## src/pkg/evt_pkg.sv

```systemverilog
// Constants shared by the event timer/counter block
package evt_pkg;

    // ----------------------------------------------------------------
    // Sizes
    // ----------------------------------------------------------------
    localparam int NUM_TIMERS = 4;
    localparam int NUM_PINS   = 7;
    localparam int ADDR_W     = 12;
    localparam int DATA_W     = 32;
    localparam int SRC_W      = 4;
    localparam int NUM_CACHE  = 4;

    // ----------------------------------------------------------------
    // Register map, byte addresses relative to the block base
    // ----------------------------------------------------------------
    localparam logic [ADDR_W-1:0] TMR_STRIDE  = 12'h020;
    localparam int                TMR_SEL_LSB = 5;
    localparam logic [4:0]        CTL_OFS     = 5'h00;
    localparam logic [4:0]        LIM_OFS     = 5'h04;
    localparam logic [4:0]        VAL_OFS     = 5'h08;
    localparam logic [ADDR_W-1:0] STAT_ADDR   = 12'h080;
    localparam logic [ADDR_W-1:0] CLR_ADDR    = 12'h084;
    localparam logic [ADDR_W-1:0] EN_ADDR     = 12'h088;
    localparam logic [ADDR_W-1:0] MEVT_ADDR   = 12'h08c;

    // ----------------------------------------------------------------
    // Control fields and reset values
    // ----------------------------------------------------------------
    localparam int               CTL_RUN_BIT  = 0;
    localparam int               CTL_SRC_LSB  = 4;
    localparam logic             CTL_RUN_RST  = 1'b0;
    localparam logic [SRC_W-1:0] CTL_SRC_RST  = 4'h0;
    localparam int               MEVT_SEL_W   = 2;
    localparam int               MEVT_ONE_LSB = 0;
    localparam int               MEVT_TWO_LSB = 8;
    localparam logic [3:0]       STAT_RST     = 4'h0;
    localparam logic [3:0]       EN_RST       = 4'h0;

    // ----------------------------------------------------------------
    // Event source codes
    // ----------------------------------------------------------------
    localparam logic [SRC_W-1:0] SRC_CPU_CLOCK   = 4'h0;
    localparam logic [SRC_W-1:0] SRC_DIVIDED     = 4'h1;
    localparam logic [SRC_W-1:0] SRC_COUNT_PIN   = 4'h2;
    localparam logic [SRC_W-1:0] SRC_DATA_BRK    = 4'h3;
    localparam logic [SRC_W-1:0] SRC_INSTR_BRK   = 4'h4;
    localparam logic [SRC_W-1:0] SRC_CACHE_ONE   = 4'h5;
    localparam logic [SRC_W-1:0] SRC_CACHE_TWO   = 4'h6;
    localparam logic [SRC_W-1:0] SRC_VIDEO_IN    = 4'h7;
    localparam logic [SRC_W-1:0] SRC_LAST_PIN    = 4'hc;

    // ----------------------------------------------------------------
    // Timing: divided clock period
    // ----------------------------------------------------------------
    localparam int         CLK_PERIOD_NS  = 10;
    localparam int         DIV_PERIOD_NS  = 160;
    localparam int         DIV_CYCLES     = (DIV_PERIOD_NS + CLK_PERIOD_NS - 1) / CLK_PERIOD_NS;
    localparam logic [7:0] DIV_LAST       = 8'(DIV_CYCLES - 1);

endpackage : evt_pkg

```

## src/pkg/evt_tmr_if.sv

```systemverilog
// Link between the register front end and one timer/counter
interface evt_tmr_if;
    import evt_pkg::*;
    logic              wr_ctl;
    logic              wr_lim;
    logic              wr_val;
    logic [DATA_W-1:0] wdata;
    logic [1:0]        inc;
    logic              run;
    logic [SRC_W-1:0]  src;
    logic [DATA_W-1:0] limit;
    logic [DATA_W-1:0] value;
    logic              irq;

    modport front (output wr_ctl, wr_lim, wr_val, wdata, inc,
                   input  run, src, limit, value, irq);
    modport cnt   (input  wr_ctl, wr_lim, wr_val, wdata, inc,
                   output run, src, limit, value, irq);
endinterface : evt_tmr_if

```

## src/hdl/evt_edge_sync.sv

```systemverilog
// Pin synchronisers with rising-edge detection
module evt_edge_sync import evt_pkg::*; (
    input  wire logic                clk,
    input  wire logic                resetn,
    input  wire logic [NUM_PINS-1:0] pins,
    output logic      [NUM_PINS-1:0] rise
);
    logic [NUM_PINS-1:0] meta;
    logic [NUM_PINS-1:0] sync;
    logic [NUM_PINS-1:0] last;

    for (genvar p = 0; p < NUM_PINS; p++) begin : g_pin
        always_ff @(posedge clk) begin
            if (!resetn) begin
                meta[p] <= 1'b0;
                sync[p] <= 1'b0;
                last[p] <= 1'b0;
                rise[p] <= 1'b0;
            end else begin
                meta[p] <= pins[p];
                sync[p] <= meta[p];
                last[p] <= sync[p];
                rise[p] <= sync[p] & ~last[p];
            end
        end

        pin_rise_a: assert property (@(posedge clk) disable iff (!resetn)
            rise[p] |-> $past(sync[p]) && !$past(last[p]))
            else $error("edge pulse without a rising edge");
    end

endmodule : evt_edge_sync

```

## src/hdl/evt_counter.sv

```systemverilog
// One timer/counter: control, wrap limit, count value and wrap request
module evt_counter import evt_pkg::*; (
    input wire logic clk,
    input wire logic resetn,
    evt_tmr_if.cnt   tif
);
    logic [DATA_W:0] sum;
    logic [DATA_W:0] lim_ext;
    logic            wrap;
    logic            store;

    // Zero limit behaves as two to the 32
    assign lim_ext = (tif.limit == '0) ? {1'b1, {DATA_W{1'b0}}}
                                       : {1'b0, tif.limit};
    assign sum     = {1'b0, tif.value} + {{(DATA_W-1){1'b0}}, tif.inc};
    assign store   = tif.wr_val | tif.wr_lim;
    // Only crossing the limit from below wraps; a value already at or
    // above it runs on through the full range first
    assign wrap    = tif.run && (tif.inc != 2'h0)
                     && ({1'b0, tif.value} < lim_ext) && (sum >= lim_ext);

    // ----------------------------------------------------------------
    // Control
    // ----------------------------------------------------------------
    always_ff @(posedge clk) begin
        if (!resetn) begin
            tif.run <= CTL_RUN_RST;
            tif.src <= CTL_SRC_RST;
        end else if (tif.wr_ctl) begin
            tif.run <= tif.wdata[CTL_RUN_BIT];
            tif.src <= tif.wdata[CTL_SRC_LSB +: SRC_W];
        end
    end

    // ----------------------------------------------------------------
    // Limit and value (no reset: undefined until software loads them)
    // ----------------------------------------------------------------
    always_ff @(posedge clk) begin
        if (tif.wr_lim) begin
            tif.limit <= tif.wdata;
        end
    end

    always_ff @(posedge clk) begin
        if (tif.wr_val) begin
            tif.value <= tif.wdata;
        end else if (wrap) begin
            tif.value <= DATA_W'(sum - lim_ext);
        end else if (tif.run) begin
            tif.value <= sum[DATA_W-1:0];
        end
    end

    // One-cycle request per wrap, never on a software store
    always_ff @(posedge clk) begin
        if (!resetn) begin
            tif.irq <= 1'b0;
        end else begin
            tif.irq <= wrap && !store;
        end
    end

    // ----------------------------------------------------------------
    // Checks
    // ----------------------------------------------------------------
    wrap_value_a: assert property (@(posedge clk) disable iff (!resetn)
        tif.irq |-> tif.value <= 32'h1 && $past(tif.run))
        else $error("wrap request without wrap to zero or one");

    stop_hold_a: assert property (@(posedge clk) disable iff (!resetn)
        !tif.run && !tif.wr_val |=> $stable(tif.value))
        else $error("stopped counter moved");

    step_size_a: assert property (@(posedge clk) disable iff (!resetn)
        tif.run && !tif.wr_val && !wrap |=> (tif.value - $past(tif.value)) <= 32'h2)
        else $error("counter stepped by more than two");

    lim_keep_a: assert property (@(posedge clk) disable iff (!resetn)
        tif.wr_lim && !tif.wr_val && !tif.run |=> $stable(tif.value))
        else $error("limit write disturbed the value");

    store_quiet_a: assert property (@(posedge clk) disable iff (!resetn)
        store |=> !tif.irq)
        else $error("request after a software store");

    zero_limit_a: assert property (@(posedge clk) disable iff (!resetn)
        tif.run && tif.limit == '0 && tif.value == 32'hffffffff && tif.inc == 2'h1
        && !store |=> tif.irq && tif.value == '0)
        else $error("zero limit did not wrap after full range");

    reset_stop_a: assert property (@(posedge clk)
        !resetn |=> !tif.run && tif.src == CTL_SRC_RST && !tif.irq)
        else $error("control not cleared by reset");

endmodule : evt_counter

```

## src/hdl/evt_timers.sv

```systemverilog
// Four event timer/counters with register port and interrupt status
//
// Contract
// - four identical timers, last reserved for system
// - source field picks event; 13-15 count nothing
// - data breakpoints add up to two
// - pin sources count rising edges, synchronised
// - cache sources follow memory event select
// - crossing limit wraps to 0/1, requests
// - requests need no acknowledge at timer
// - counting only while run bit set
// - limit write leaves count value alone
// - store reaching limit raises no request
// - zero limit means two to the 32
// - reset clears control; limit, value undefined
// - three registers per timer, 0x20 stride
module evt_timers import evt_pkg::*; (
    input  wire logic                 clk,
    input  wire logic                 resetn,
    input  wire logic [ADDR_W-1:0]    addr,
    input  wire logic [DATA_W-1:0]    wdata,
    input  wire logic                 wr,
    input  wire logic                 rd,
    output logic      [DATA_W-1:0]    rdata,
    input  wire logic                 count_pin,
    input  wire logic                 video_input_clock_pin,
    input  wire logic                 video_output_clock_pin,
    input  wire logic                 audio_input_word_strobe,
    input  wire logic                 audio_output_word_strobe,
    input  wire logic                 serial_rx_frame_sync,
    input  wire logic                 serial_tx_frame_sync,
    input  wire logic [1:0]           data_breakpoint_event,
    input  wire logic                 instruction_breakpoint_event,
    input  wire logic [NUM_CACHE-1:0] cache_perf_event,
    output logic      [NUM_TIMERS-1:0] timer_irq,
    output logic                      irq
);
    evt_tmr_if tif [NUM_TIMERS] ();

    logic [NUM_PINS-1:0]   rise;
    logic [7:0]            div_cnt;
    logic                  divided_cpu_clock;
    logic [MEVT_SEL_W-1:0] cache_sel_one;
    logic [MEVT_SEL_W-1:0] cache_sel_two;
    logic                  cache_event_one;
    logic                  cache_event_two;
    logic [NUM_TIMERS-1:0] status;
    logic [NUM_TIMERS-1:0] enable;
    logic [NUM_TIMERS-1:0] next_status;
    logic [NUM_TIMERS-1:0] wrap_vec;
    logic [NUM_TIMERS-1:0] clr_mask;
    logic [1:0]            dbrk_sum;

    // ----------------------------------------------------------------
    // Event sources
    // ----------------------------------------------------------------
    evt_edge_sync u_sync (
        .clk    (clk),
        .resetn (resetn),
        .pins   ({serial_tx_frame_sync, serial_rx_frame_sync, audio_output_word_strobe,
                  audio_input_word_strobe, video_output_clock_pin, video_input_clock_pin,
                  count_pin}),
        .rise   (rise)
    );

    // Divided clock is a one-cycle enable, not a second clock
    always_ff @(posedge clk) begin
        if (!resetn) begin
            div_cnt           <= 8'h00;
            divided_cpu_clock <= 1'b0;
        end else begin
            divided_cpu_clock <= (div_cnt == DIV_LAST);
            div_cnt           <= (div_cnt == DIV_LAST) ? 8'h00 : div_cnt + 8'h01;
        end
    end

    assign cache_event_one = cache_perf_event[cache_sel_one];
    assign cache_event_two = cache_perf_event[cache_sel_two];
    assign dbrk_sum = {1'b0, data_breakpoint_event[0]} + {1'b0, data_breakpoint_event[1]};

    function automatic logic [1:0] evt_step(input logic [SRC_W-1:0] src);
        logic [1:0] step;
        step = 2'h0;
        if (src == SRC_CPU_CLOCK) begin
            step = 2'h1;
        end else if (src == SRC_DIVIDED) begin
            step = {1'b0, divided_cpu_clock};
        end else if (src == SRC_COUNT_PIN) begin
            step = {1'b0, rise[0]};
        end else if (src == SRC_DATA_BRK) begin
            step = dbrk_sum;
        end else if (src == SRC_INSTR_BRK) begin
            step = {1'b0, instruction_breakpoint_event};
        end else if (src == SRC_CACHE_ONE) begin
            step = {1'b0, cache_event_one};
        end else if (src == SRC_CACHE_TWO) begin
            step = {1'b0, cache_event_two};
        end else if (src >= SRC_VIDEO_IN && src <= SRC_LAST_PIN) begin
            step = {1'b0, rise[3'(src - SRC_VIDEO_IN) + 3'h1]};
        end
        return step;
    endfunction : evt_step

    // ----------------------------------------------------------------
    // Timers (the last one is the system-reserved timer)
    // ----------------------------------------------------------------
    for (genvar i = 0; i < NUM_TIMERS; i++) begin : g_tmr
        logic hit;
        assign hit = wr && (addr[ADDR_W-1:TMR_SEL_LSB] == (ADDR_W-TMR_SEL_LSB)'(i));
        assign tif[i].wr_ctl = hit && (addr[TMR_SEL_LSB-1:0] == CTL_OFS);
        assign tif[i].wr_lim = hit && (addr[TMR_SEL_LSB-1:0] == LIM_OFS);
        assign tif[i].wr_val = hit && (addr[TMR_SEL_LSB-1:0] == VAL_OFS);
        assign tif[i].wdata  = wdata;
        // Process form so the step follows the event inputs the function reads
        always_comb begin
            tif[i].inc = evt_step(tif[i].src);
        end
        assign wrap_vec[i]   = tif[i].irq;
        assign timer_irq[i]  = tif[i].irq;

        evt_counter u_cnt (
            .clk    (clk),
            .resetn (resetn),
            .tif    (tif[i])
        );

        undef_src_a: assert property (@(posedge clk) disable iff (!resetn)
            tif[i].src > SRC_LAST_PIN |-> tif[i].inc == 2'h0)
            else $error("undefined source produced a count");
    end

    // ----------------------------------------------------------------
    // Interrupt status, clear, enable
    // ----------------------------------------------------------------
    assign clr_mask = (wr && addr == CLR_ADDR) ? wdata[NUM_TIMERS-1:0] : '0;
    // A wrap in the clear cycle survives the clear
    assign next_status = (status & ~clr_mask) | wrap_vec;

    always_ff @(posedge clk) begin
        if (!resetn) begin
            status <= STAT_RST;
            irq    <= 1'b0;
        end else begin
            status <= next_status;
            irq    <= |(next_status & enable_next());
        end
    end

    function automatic logic [NUM_TIMERS-1:0] enable_next();
        return (wr && addr == EN_ADDR) ? wdata[NUM_TIMERS-1:0] : enable;
    endfunction : enable_next

    always_ff @(posedge clk) begin
        if (!resetn) begin
            enable <= EN_RST;
        end else begin
            enable <= enable_next();
        end
    end

    always_ff @(posedge clk) begin
        if (!resetn) begin
            cache_sel_one <= '0;
            cache_sel_two <= '0;
        end else if (wr && addr == MEVT_ADDR) begin
            cache_sel_one <= wdata[MEVT_ONE_LSB +: MEVT_SEL_W];
            cache_sel_two <= wdata[MEVT_TWO_LSB +: MEVT_SEL_W];
        end
    end

    // ----------------------------------------------------------------
    // Read port: data one cycle after the strobe, zero otherwise
    // ----------------------------------------------------------------
    always_ff @(posedge clk) begin
        if (!resetn) begin
            rdata <= '0;
        end else begin
            rdata <= '0;
            if (rd) begin
                if (addr == STAT_ADDR) begin
                    rdata <= {{(DATA_W-NUM_TIMERS){1'b0}}, status};
                end else if (addr == EN_ADDR) begin
                    rdata <= {{(DATA_W-NUM_TIMERS){1'b0}}, enable};
                end else if (addr == MEVT_ADDR) begin
                    rdata <= {{(DATA_W-MEVT_TWO_LSB-MEVT_SEL_W){1'b0}}, cache_sel_two,
                              {(MEVT_TWO_LSB-MEVT_SEL_W){1'b0}}, cache_sel_one};
                end
                for (int k = 0; k < NUM_TIMERS; k++) begin
                    if (addr[ADDR_W-1:TMR_SEL_LSB] == (ADDR_W-TMR_SEL_LSB)'(k)) begin
                        if (addr[TMR_SEL_LSB-1:0] == CTL_OFS) begin
                            rdata <= {{(DATA_W-CTL_SRC_LSB-SRC_W){1'b0}}, g_src(k),
                                      {(CTL_SRC_LSB-1){1'b0}}, g_run(k)};
                        end else if (addr[TMR_SEL_LSB-1:0] == LIM_OFS) begin
                            rdata <= g_lim(k);
                        end else if (addr[TMR_SEL_LSB-1:0] == VAL_OFS) begin
                            rdata <= g_val(k);
                        end
                    end
                end
            end
        end
    end

    // Flattened views so the read loop can index the interface array
    logic [NUM_TIMERS-1:0]             run_vec;
    logic [NUM_TIMERS-1:0][SRC_W-1:0]  src_vec;
    logic [NUM_TIMERS-1:0][DATA_W-1:0] lim_vec;
    logic [NUM_TIMERS-1:0][DATA_W-1:0] val_vec;
    for (genvar j = 0; j < NUM_TIMERS; j++) begin : g_view
        assign run_vec[j] = tif[j].run;
        assign src_vec[j] = tif[j].src;
        assign lim_vec[j] = tif[j].limit;
        assign val_vec[j] = tif[j].value;
    end

    function automatic logic g_run(input int k);
        return run_vec[k];
    endfunction : g_run
    function automatic logic [SRC_W-1:0] g_src(input int k);
        return src_vec[k];
    endfunction : g_src
    function automatic logic [DATA_W-1:0] g_lim(input int k);
        return lim_vec[k];
    endfunction : g_lim
    function automatic logic [DATA_W-1:0] g_val(input int k);
        return val_vec[k];
    endfunction : g_val

    // ----------------------------------------------------------------
    // Checks
    // ----------------------------------------------------------------
    clear_race_a: assert property (@(posedge clk) disable iff (!resetn)
        (|wrap_vec) && wr && addr == CLR_ADDR
        |=> (status & $past(wrap_vec)) == $past(wrap_vec))
        else $error("clear swallowed a same-cycle wrap");

    irq_level_a: assert property (@(posedge clk) disable iff (!resetn)
        irq == |(status & enable))
        else $error("interrupt level disagrees with status and enable");

endmodule : evt_timers

```

## config.mk

```make
export PLATFORM = sky130hd
export DESIGN_NAME = evt_timers
export DESIGN_NICKNAME = d
export VERILOG_FILES = /design/src/pkg/evt_pkg.sv /design/src/pkg/evt_tmr_if.sv /design/src/hdl/evt_edge_sync.sv /design/src/hdl/evt_counter.sv /design/src/hdl/evt_timers.sv
export SDC_FILE = /design/constraint.sdc
export NUM_CORES = 1
export LEC_CHECK = 0
export ABC_CLOCK_PERIOD_IN_PS = 6150
export BUFFER_PORTS_ARGS = -buffer_cell sky130_fd_sc_hd__buf_2
export CAP_MARGIN = 30
export CORE_ASPECT_RATIO = 1.1
export CORE_MARGIN = 8
export CORE_UTILIZATION = 40
export CTS_BUF_LIST = sky130_fd_sc_hd__clkbuf_8
export CTS_CLUSTER_SIZE = 25
export DETAILED_ROUTE_END_ITERATION = 6
export PLACE_DENSITY_LB_ADDON = 0.08
export SLEW_MARGIN = 5
export SYNTH_ARGS = -nofsm -noshare
export SYNTH_HDL_FRONTEND = slang
export SYNTH_HIERARCHICAL = 1
export SYNTH_SLANG_ARGS = --single-unit
```

## constraint.sdc

```tcl
create_clock -name clk -period 6.15 [get_ports clk]
set_clock_uncertainty 0.2 [all_clocks]
set_input_delay 1.23 -clock clk [delete_from_list [all_inputs] [get_ports clk]]
set_output_delay 1.23 -clock clk [all_outputs]
set_load 0.02 [all_outputs]
```

# --- Yosys cells after proc, flatten, opt, wreduce, memory -nomap -nowiden ---
# Index checks and enable logic that the tools add are counted.
# W data, S select, Z words.
word_totals:
  ff_bits: 362
  in_bits: 62
  out_inout_bits: 37
  wordCells: 300
classes:
  add_sub_neg: 18
  order_cmp: 22
  n_eq_ne: 34
  n_mux: 83
  bitwise_logic: 23
  reduce_logical: 64
ops:
  columns: ["op", "count"]
  rows:
  - ["$mux W32", 30]
  - ["$add A32 B2 Y33", 4]
  - ["$ge A33 B33 Y1", 4]
  - ["$lt A32 B33 Y1", 4]
  - ["$mux W33", 4]
  - ["$logic_not A32 Y1", 4]
  - ["$sub A32 B32 Y32", 4]
  - ["$eq A12 B8 Y1 const B", 4]
  - ["$eq A4 B3 Y1 const B", 12]
  - ["$logic_and A1 B1 Y1", 39]
  - ["$eq A4 B2 Y1 const B", 8]
  - ["$mux W2", 16]
  - ["$mux W10", 3]
  - ["$mux W1", 22]
  - ["$eq A4 B1 Y1 const B", 4]
  - ["$ge A4 B3 Y1 const B", 4]
  - ["$le A4 B4 Y1 const B", 4]
  - ["$logic_not A4 Y1", 4]
  - ["$lt A3 B4 Y1 const B", 4]
  - ["$eq A7 B2 Y1 const B", 2]
  - ["$add A3 B1 Y3 const B", 4]
  - ["$bmux W1 S3", 4]
  - ["$reduce_bool A3 Y1", 4]
  - ["$sub A3 B3 Y3 const B", 4]
  - ["22 further kinds", 48]

# --- Logic depth before layout (Yosys ltp) ---
# Gate-level depths: netlist of the first run.
depth:
  ltp_word: 22
  mapped_depth: 27
  ltp_nobuf: 24

# --- Cells and area by module ---
# Netlist of the first run, hierarchy kept.
modules_own_cells:
  columns: ["mod", "n_inst", "cells_per_inst", "area_per_inst_um2", "seq_area_each_um2"]
  rows:
  - ["evt_counter at g_tmr[0].u_cnt ...", 3, 666, 6206.0, 2042.0]
  - ["evt_counter at g_tmr[1].u_cnt", 1, 694, 6206.0, 2042.0]
  - ["evt_timers", 1, 663, 5054.8, 1081.0]
  - ["evt_edge_sync", 1, 58, 792.0, 560.5]

# --- Worst setup path before layout of the first run ---
# OpenSTA, ideal clock, no wires.
synth_timing:
  kind: "input-to-reg"
  start: "in cache_perf_event[3]"
  end: "reg g_tmr[3].u_cnt.tif.value[8] (data pin)"
  setup_time_ns: 0.267
  arrival_time_ns: 5.785
  t_required_ns: 5.683
  slack_ns: -0.102
  stages: 24
  n_path_buf: 3
  path_cell_list: "mux4_2 -> mux2_2 -> o311ai_0 -> o21ai_0 -> ha_1 -> a21oi_1 -> nor2b_1 -> and3_1 -> clkbuf_1 -> and3_1 -> nand3_1 -> xnor2_1 -> ha_1 -> and3_1 -> a221oi_2 -> a31o_1 -> a31oi_2 -> a211oi_1 -> or3_1 -> a21oi_2 -> buf_6 -> buf_6 -> mux2i_1 -> mux2i_1"
synth_via:
  elab_chain_len: 15
  elab_cells_between_ends: 21
  cone_classes: "add/sub: 2; order compare: 1; mux: 14; reduce/logical: 4"
synth_rtl:
  columns: ["element", "line_no", "text"]
  rows:
  - ["start: declaration", "evt_timers.sv:34", "input wire logic [NUM_CACHE-1:0] cache_perf_event,"]
  - ["$bmux W1 S2", "evt_timers.sv:78", "assign cache_event_two = cache_perf_event[cache_sel_two];"]
  - ["$mux W1 (implied by the code)", "evt_timers.sv:78", null]
  - ["$mux W1", "evt_timers.sv:96", "end else if (src == SRC_CACHE_TWO) begin"]
  - ["$mux W1 (*)", "evt_timers.sv:94", "end else if (src == SRC_CACHE_ONE) begin"]
  - ["$mux W1 (*)", "evt_timers.sv:92", "end else if (src == SRC_INSTR_BRK) begin"]
  - ["$mux W2 (*)", "evt_timers.sv:90", "end else if (src == SRC_DATA_BRK) begin"]
  - ["$mux W2 (*)", "evt_timers.sv:88", "end else if (src == SRC_COUNT_PIN) begin"]
  - ["$mux W2 (*)", "evt_timers.sv:86", "end else if (src == SRC_DIVIDED) begin"]
  - ["$mux W2 (*)", "evt_timers.sv:84", "if (src == SRC_CPU_CLOCK) begin"]
  - ["net tif[3].inc[0]", "evt_tmr_if.sv:8", "logic [1:0] inc;"]
  - ["branches (longest 4 deep; another with $add A32 B2 Y33)", null, null]
  - ["$mux W32 (*)", "evt_counter.sv:47", "end else if (wrap) begin"]
  - ["$mux W32 (*)", "evt_counter.sv:45", "if (tif.wr_val) begin"]
  - ["end signal: assignment", "evt_counter.sv:46", "tif.value <= tif.wdata;"]
  - ["end signal: assignment", "evt_counter.sv:48", "tif.value <= DATA_W'(sum - lim_ext);"]
  - ["end signal: assignment", "evt_counter.sv:50", "tif.value <= sum[DATA_W-1:0];"]
  - ["end: declaration", "evt_tmr_if.sv:18", "output run, src, limit, value, irq);"]
# Mark *: on every way through the listed nets, which the timed path passes. The select of a mux whose other input is x is not followed.
# A chain may end at the register's enable or synchronous reset.

# --- Final worst setup path of the first run ---
layout_timing:
  start: "in cache_perf_event[3]"
  end: "reg g_tmr[0].u_cnt.tif.value[31] (data pin)"
layout_via:
  elab_chain_len: 15
  elab_cells_between_ends: 21
  cone_classes: "add/sub: 2; order compare: 1; mux: 14; reduce/logical: 4"
layout_rtl:
  columns: ["element", "line_no"]
  rows:
  - ["$bmux W1 S2", "evt_timers.sv:78"]
  - ["$mux W1 (implied by the code)", "evt_timers.sv:78"]
  - ["$mux W1", "evt_timers.sv:96"]
  - ["$mux W1 (*)", "evt_timers.sv:94"]
  - ["$mux W1 (*)", "evt_timers.sv:92"]
  - ["$mux W2 (*)", "evt_timers.sv:90"]
  - ["$mux W2 (*)", "evt_timers.sv:88"]
  - ["$mux W2 (*)", "evt_timers.sv:86"]
  - ["$mux W2 (*)", "evt_timers.sv:84"]
  - ["net tif[0].inc[0]", "evt_tmr_if.sv:8"]
  - ["branches (longest 4 deep; another with $add A32 B2 Y33)", null]
  - ["$mux W32 (*)", "evt_counter.sv:47"]
  - ["$mux W32 (*)", "evt_counter.sv:45"]
  - ["end signal: assignment", "evt_counter.sv:46"]
  - ["end signal: assignment", "evt_counter.sv:48"]
  - ["end signal: assignment", "evt_counter.sv:50"]
  - ["end: declaration", "evt_tmr_if.sv:18"]
# Marked as above.

==> reports/metrics.cfg, run 1 <==
[status]
outcome=completed

[grt]
grt_max_degree=73
grt.total_usage_pct=28.9
antenna_found_initial=7
grt_pass1_wl_mm=189
gr-total-overflow=0
grt_pass1_vias=29800

[logic_synthesis]
yosysTopAreaCellShare_pct=25.1
syn_nets=3749
syn_area_um2=30700
synthTopCellsByArea=edfxtp_1 (25%), ha_1 (11%), dfxtp_1 (6.9%)
synth_flop_cell=edfxtp_1
synthArstFlopShare_pct=0
synth_seq_cells=362
syn_area_per_cell_um2=8.99
yosysSeqAreaShare_pct=32.0
synth_warnings=6
synth_edf_count=256
synth_top_area_cell=edfxtp_1
synthCells=3413
ys_types=99

[sta]
setup_ws_ns=0.123
tightest_slew_ns=1.01
finalHoldViolCount=0
fin_crit_ns=6.03
setup_viol=0
finalCritPeriodShare_pct=98.0
slew_violations=0
fin_setup_tns_ns=0
maxSlewHeadroom_pct=32.2
clock.fmax_ghz=0.166

[power_and_ir_drop]
total_power_mw=5.30
ir_drop_v=0.000137
power.density_nw_per_um2=138
leakage_nw=16.4

[placement]
io_buffers=98
postPlaceCellArea_um2=36400
gp_congestion=0.986
hpwl_mm=99.9
pre_cts_slack_ns=-0.768

[cts]
clk_pin_slew_ns=0.06
root_buffer=clkbuf_8
cts-hold-fix-buffers=0
cts_tree=yes
clockBufferDepth=3
cts_buffers=70
htreeDepth=3
clk_latency_ns=0.69
cts.sinks=362

[routing]
vias_per_cell=5.86
drcViolationCount=0
via_count=30100
drtIter0Drc=2573
wl_per_cell_um=25.3
firstDrtPassIters=6
wirelength_mm=130
ant_nets=0

[cells_and_area]
fill_cells=7234
layout_commonest_cell=buf_4
final_area_um2=38400
fin_nets=4387
fin_util_pct=50.6
syn2layout_area_growth_pct=25.3
drive_gt1_share_pct=25.7
mostFrequentLayoutCells=buf_4 (619), nor2_1 (292), inv_1 (273)

[die]
pin_count=99
core_area_um2=76000
die_h_um=306
die-width_um=280
dieArea_um2=85800
rows=106
start_util_pct=40.4

[worst_setup_path]
crit_fanout=5
critPathLaunchType=primary input
path_class=in2reg
critical_path.max_stage_delay_ns=0.48
worstPathArrival_ns=6.22
worstPathRequired_ns=6.34
crit_path_cell_trace=buf_2 > mux4_2 > buf_4 > mux2_2 > o311ai_2 > o21ai_2 > ha_2 > a21oi_2 > nor2b_1 > and3_1 > and3_4 > xor2_1 > ha_1 > and3_4 > a221oi_4 > a31o_1 > a31oi_4 > a211oi_4 > or3_4 > a21oi_4 > buf_4 > and2_4 > buf_12 > a221oi_2
worst_setup_path_end_kind=register
critPathSlowestCell=mux4_2

[worst_hold_path]
worst_hold_path_type=reg2reg

[flow_run]
maxCapViolCount=0

-- Yosys cell counts (29+ instances only) --
master,number
o22ai_1,58
inv_1,255
dfxtp_1,106
nor3_1,117
a31oi_1,29
nor4_1,54
edfxtp_1,256
a221oi_1,32
nand4_1,87
nor2b_1,44
buf_2,30
nor2_1,301
xor2_1,85
a21oi_1,203
nand3_1,111
a22oi_1,34
xnor2_1,144
ha_1,266
and3_1,29
a211oi_1,30
o21ai_0,140
clkbuf_1,112
a221oi_2,64
mux2i_1,127
a21o_1,100
nand2_1,202
-- metal layers --
metal,share of wire (%),track usage (%),vias to the layer above
li1,-,-,14000
met1,42,37.0,14700
met2,47,48.3,1142
met3,6.3,4.39,248
met4,4.3,11.9,0
met5,0,0,-
-- kinds of logic after synthesis --
kind of cell,count (synthesis),share of synthesized area [%]
adders and majority gates,274,11.4
buffers and inverters,426,5.90
AOI/OAI and AO/OA,878,21.0
and+or+nand+nor,1099,18.2
muxes,145,4.92
DFF,362,32.0
xor gates and xnor gates,229,6.54
-- state kept, by name (all words and copies together), names as in the netlist --
| register | count |
|---|---|
| g_tmr.u_cnt/tif.limit | 128 |
| g_tmr.u_cnt/tif.value | 128 |
| rdata | 32 |
| g_tmr.u_cnt/tif.src | 16 |
| div_cnt | 8 |
| u_sync/last | 7 |
| u_sync/meta | 7 |
| u_sync/rise | 7 |
| u_sync/sync | 7 |
| enable | 4 |
| g_tmr.u_cnt/tif.irq | 4 |
| g_tmr.u_cnt/tif.run | 4 |
| status | 4 |
| cache_sel_one | 2 |
| cache_sel_two | 2 |
| divided_cpu_clock | 1 |
| irq | 1 |
-- path summary, 6_finish.rpt --
kind,from,slack [ns],cells past startpoint,end
max,cache_perf_event[3],0.12,24,g_tmr[0].u_cnt/tif.value[31]$_DFFE_PP_
min,u_sync/meta[0]$_SDFF_PN0_,0.23,1,u_sync/sync[0]$_SDFF_PN0_
max reg2reg,cache_sel_two[0]$_SDFFE_PN0P_,0.33,25,g_tmr[2].u_cnt/tif.value[2]$_DFFE_PP_
min reg2reg,u_sync/meta[0]$_SDFF_PN0_,0.23,1,u_sync/sync[0]$_SDFF_PN0_
-- layout make-up --
type	count	area, um2	share of cell area [%]
Multi-Input combinational cell	2626	19500	50.7
Sequential cell	362	9810	25.5
Timing Repair Buffer	736	5540	14.4
Tap cell	1026	1280	3.34
Clock buffer	76	1050	2.72
Inverter	255	957	2.49
Clock inverter	52	305	0.794
Antenna cell	4	10.0	0.0260
-- critical path, delay by kind of cell --
| kind | cells | cell delay (ns) |
|---|---|---|
| fa+ha+maj | 2 | 0.63 |
| xor+xnor | 1 | 0.16 |
| mux | 2 | 0.75 |
| simple gates | 6 | 1.30 |
| compound gates | 9 | 1.53 |
| buf+inv | 4 | 0.56 |
-- metrics by stage --
| step | hold WS [ns] | cells |
|---|---|---|
| finish | 0.233 | 5137 |
| global route | 0.257 | 5134 |
| CTS | 0.233 | 5103 |
| detailed placement | 0.221 | 4975 |
| global placement | 0.227 | 4974 |
| floorplan | 0.212 | 3413 |
-- what timing repair did --
action | CTS | global route
pin swaps | 0 | 27
hold endpoints to repair | 0 | 0
endpoints found under the setup margin | 11 | 127
setup buffers | 0 | 24
gates cloned | 0 | 6
gates resized for setup | 4 | 74
-- where the power goes --
part | switching, mW | total, mW | internal (mW)
combinational | 0.201 | 0.270 | 0.0690
clock | 1.18 | 2.42 | 1.24
sequential | 0.00510 | 2.61 | 2.60
(Power assumes the default switching activity.)
==> run 2: changes to the inputs <==
--- a/config.mk
+++ b/config.mk
@@ -17,2 +17,3 @@
 export PLACE_DENSITY_LB_ADDON = 0.08
+export SETUP_SLACK_MARGIN = 0.4
 export SLEW_MARGIN = 5
--- a/constraint.sdc
+++ b/constraint.sdc
@@ -4,2 +4,2 @@
 set_output_delay 1.23 -clock clk [all_outputs]
-set_load 0.02 [all_outputs]
+set_load 0.05 [all_outputs]
==> run 2 against run 1 <==
Compared with the run above: combinational power up 3%; design area increased by 4.6%; clock power rose by 11%; final cell count rose by 0.86%; non-clock buffer count increased by 38; largest cell class unchanged; die area is the same; highest routed layer is now met5; total power is 5.1% higher; routed wire length up 2.1%; utilization increased by 2.3 points.
==> reports/metrics.cfg, run 2 (synthesis gave the netlist of run 1 again) <==
[sta]
fin_setup_tns_ns=0  ; unchanged
rsz0062_at_grt=true
clock.fmax_ghz=0.169  ; +2.1%
setup_viol=0  ; unchanged
maxSlewHeadroom_pct=27.9  ; -4.3 points
tightest_slew_ns=1.07  ; +0.0640 ns
slew_violations=0  ; unchanged
finalCritPeriodShare_pct=96.0  ; -2.0 points
finalHoldViolCount=0  ; unchanged
fin_crit_ns=5.90  ; -0.124 ns

[die]
die-width_um=280  ; unchanged
start_util_pct=40.4  ; unchanged
core_area_um2=76000  ; unchanged
rows=106  ; unchanged
pin_count=99  ; unchanged
dieArea_um2=85800  ; unchanged
die_h_um=306  ; unchanged

[cells_and_area]
syn2layout_area_growth_pct=31.1
final_cells=5181  ; +0.86%
reg.largest.list=g_tmr.u_cnt/tif.limit: 128 flops, g_tmr.u_cnt/tif.value: 128 flops, rdata: 32 flops
fin_util_pct=52.9  ; +2.3 points
fill_cells=7050  ; -2.5%
drive_gt1_share_pct=30.0  ; +4.3 points
mostFrequentLayoutCells=buf_4 (619), nor2_1 (285), inv_1 (272)
layout_commonest_cell=buf_4
fin_nets=4428  ; +0.93%

[cts]
root_buffer=clkbuf_8
clockBufferDepth=3  ; unchanged
clk_latency_ns=0.69  ; about the same
clk_pin_slew_ns=0.06  ; about the same
htreeDepth=3  ; unchanged
cts_buffers=73  ; +4.3%
cts.sinks=362  ; unchanged
cts_tree=yes

[flow_run]
maxCapViolCount=0  ; unchanged

[routing]
wl_per_cell_um=25.6  ; +1.3%
firstDrtPassIters=6  ; unchanged
ant_nets=0  ; unchanged
wirelength_mm=133  ; +2.1%
drtIter0Drc=2783  ; +8.2%
via_count=30800  ; +2.1%
vias_per_cell=5.94  ; +1.3%
drcViolationCount=0  ; unchanged

[status]
outcome=completed

[worst_setup_path]
critPathSlowestCell=mux4_2
cp_num_buf_inv=7  ; +3
cpMostUsedCell=buf_6
worst_setup_path_end_kind=register
worstPathArrival_ns=6.11  ; -0.11 ns
critPathLaunchType=primary input
cp_top_family=simple AND/OR/NAND/NOR gates
critical_path.max_stage_delay_ns=0.51  ; +0.03 ns
crit_fanout=7  ; +2
path_class=in2reg
worstPathRequired_ns=6.36  ; +0.02 ns

[grt]
grt.total_usage_pct=29.5  ; +0.59 points
grt_pass1_vias=30700  ; +3.1%
grt_max_degree=73  ; unchanged
grt_pass1_wl_mm=193  ; +2.2%
antenna_found_initial=10  ; +3
gr-total-overflow=0  ; unchanged

[worst_hold_path]
worst_hold_path_type=reg2reg

[placement]
gp_congestion=0.996  ; +1.0%
hpwl_mm=98.9  ; -0.96%
dp_cells=4929  ; -0.92%
io_buffers=98  ; unchanged

[power_and_ir_drop]
power_switching_mw=1.42  ; +2.4%
power.density_nw_per_um2=138  ; +0.46%
ir_drop_v=0.000136  ; -0.49%
sequentialPowerShare_pct=46.8  ; -2.4 points
pwr-share-comb_pct=5.0  ; about the same
clock_power_share_pct=48.2  ; +2.5 points
p_int_mw=4.14  ; +6.0%
total_power_mw=5.56  ; +5.1%
swShare_pct=25.6  ; -0.66 points
leakage_nw=16.9  ; +3.4%

-- run 2: final timing paths --
check,depth (start not counted),endpoint,slack (ns),start
min reg2reg,1,u_sync/sync[3]$_SDFF_PN0_,0.23,u_sync/meta[3]$_SDFF_PN0_
max reg2reg,25,g_tmr[0].u_cnt/tif.value[2]$_DFFE_PP_,0.40,cache_sel_one[0]$_SDFFE_PN0P_
max,26,g_tmr[0].u_cnt/tif.value[2]$_DFFE_PP_,0.25,cache_perf_event[3]
min,1,u_sync/sync[3]$_SDFF_PN0_,0.23,u_sync/meta[3]$_SDFF_PN0_
-- run 2: area by class of cell --
| class | instances | area [um2] | area share (%) |
|---|---|---|---|
| multi-input combinational | 2626 | 20500 | 51.1 |
| sequential | 362 | 9810 | 24.4 |
| timing repair buffer | 774 | 6100 | 15.2 |
| tap | 1026 | 1280 | 3.19 |
| clock buffer | 84 | 1160 | 2.88 |
| inverter | 255 | 957 | 2.38 |
| clock inverter | 50 | 363 | 0.902 |
| antenna | 4 | 10.0 | 0.0249 |
-- run 2: repair_timing --
action | CTS | global route
setup endpoints to repair | 116 | 132
setup buffers | 56 | 47
pin swaps | 59 | 85
gates resized for setup | 106 | 155
gates cloned | 7 | 3
hold buffers | 0 | 0
-- run 2: metrics by stage --
stage | hold slack [ns] | setup WS (ns) | cell area [um2]
after global placement | 0.222 | -0.714 | 36300
after floorplan | 0.212 | 0.237 | 31000
after global routing | 0.255 | 0.149 | 40200
final | 0.234 | 0.246 | 40200
after detailed placement | 0.227 | -0.741 | 36300
after CTS | 0.235 | 0.336 | 39000
-- run 2: per-layer routing --
layer | wire (um) | GRT usage [%] | vias to the layer above
met5 | 13 | 0 | -
met4 | 6670 | 13.8 | 2
met3 | 9030 | 3.56 | 298
met2 | 62100 | 49.2 | 1322
met1 | 54800 | 37.8 | 15000
li1 | - | - | 14100
-- run 2: power groups by stage --
stage          clock, mW  combinational, mW  sequential, mW
2_1_floorplan          0              0.111            2.66
3_3_place_gp           0              0.266            2.66
3_5_place_dp           0              0.269            2.66
4_1_cts             2.73              0.272            2.61
5_1_grt             2.83              0.285            2.61
6_report            2.68              0.278            2.61
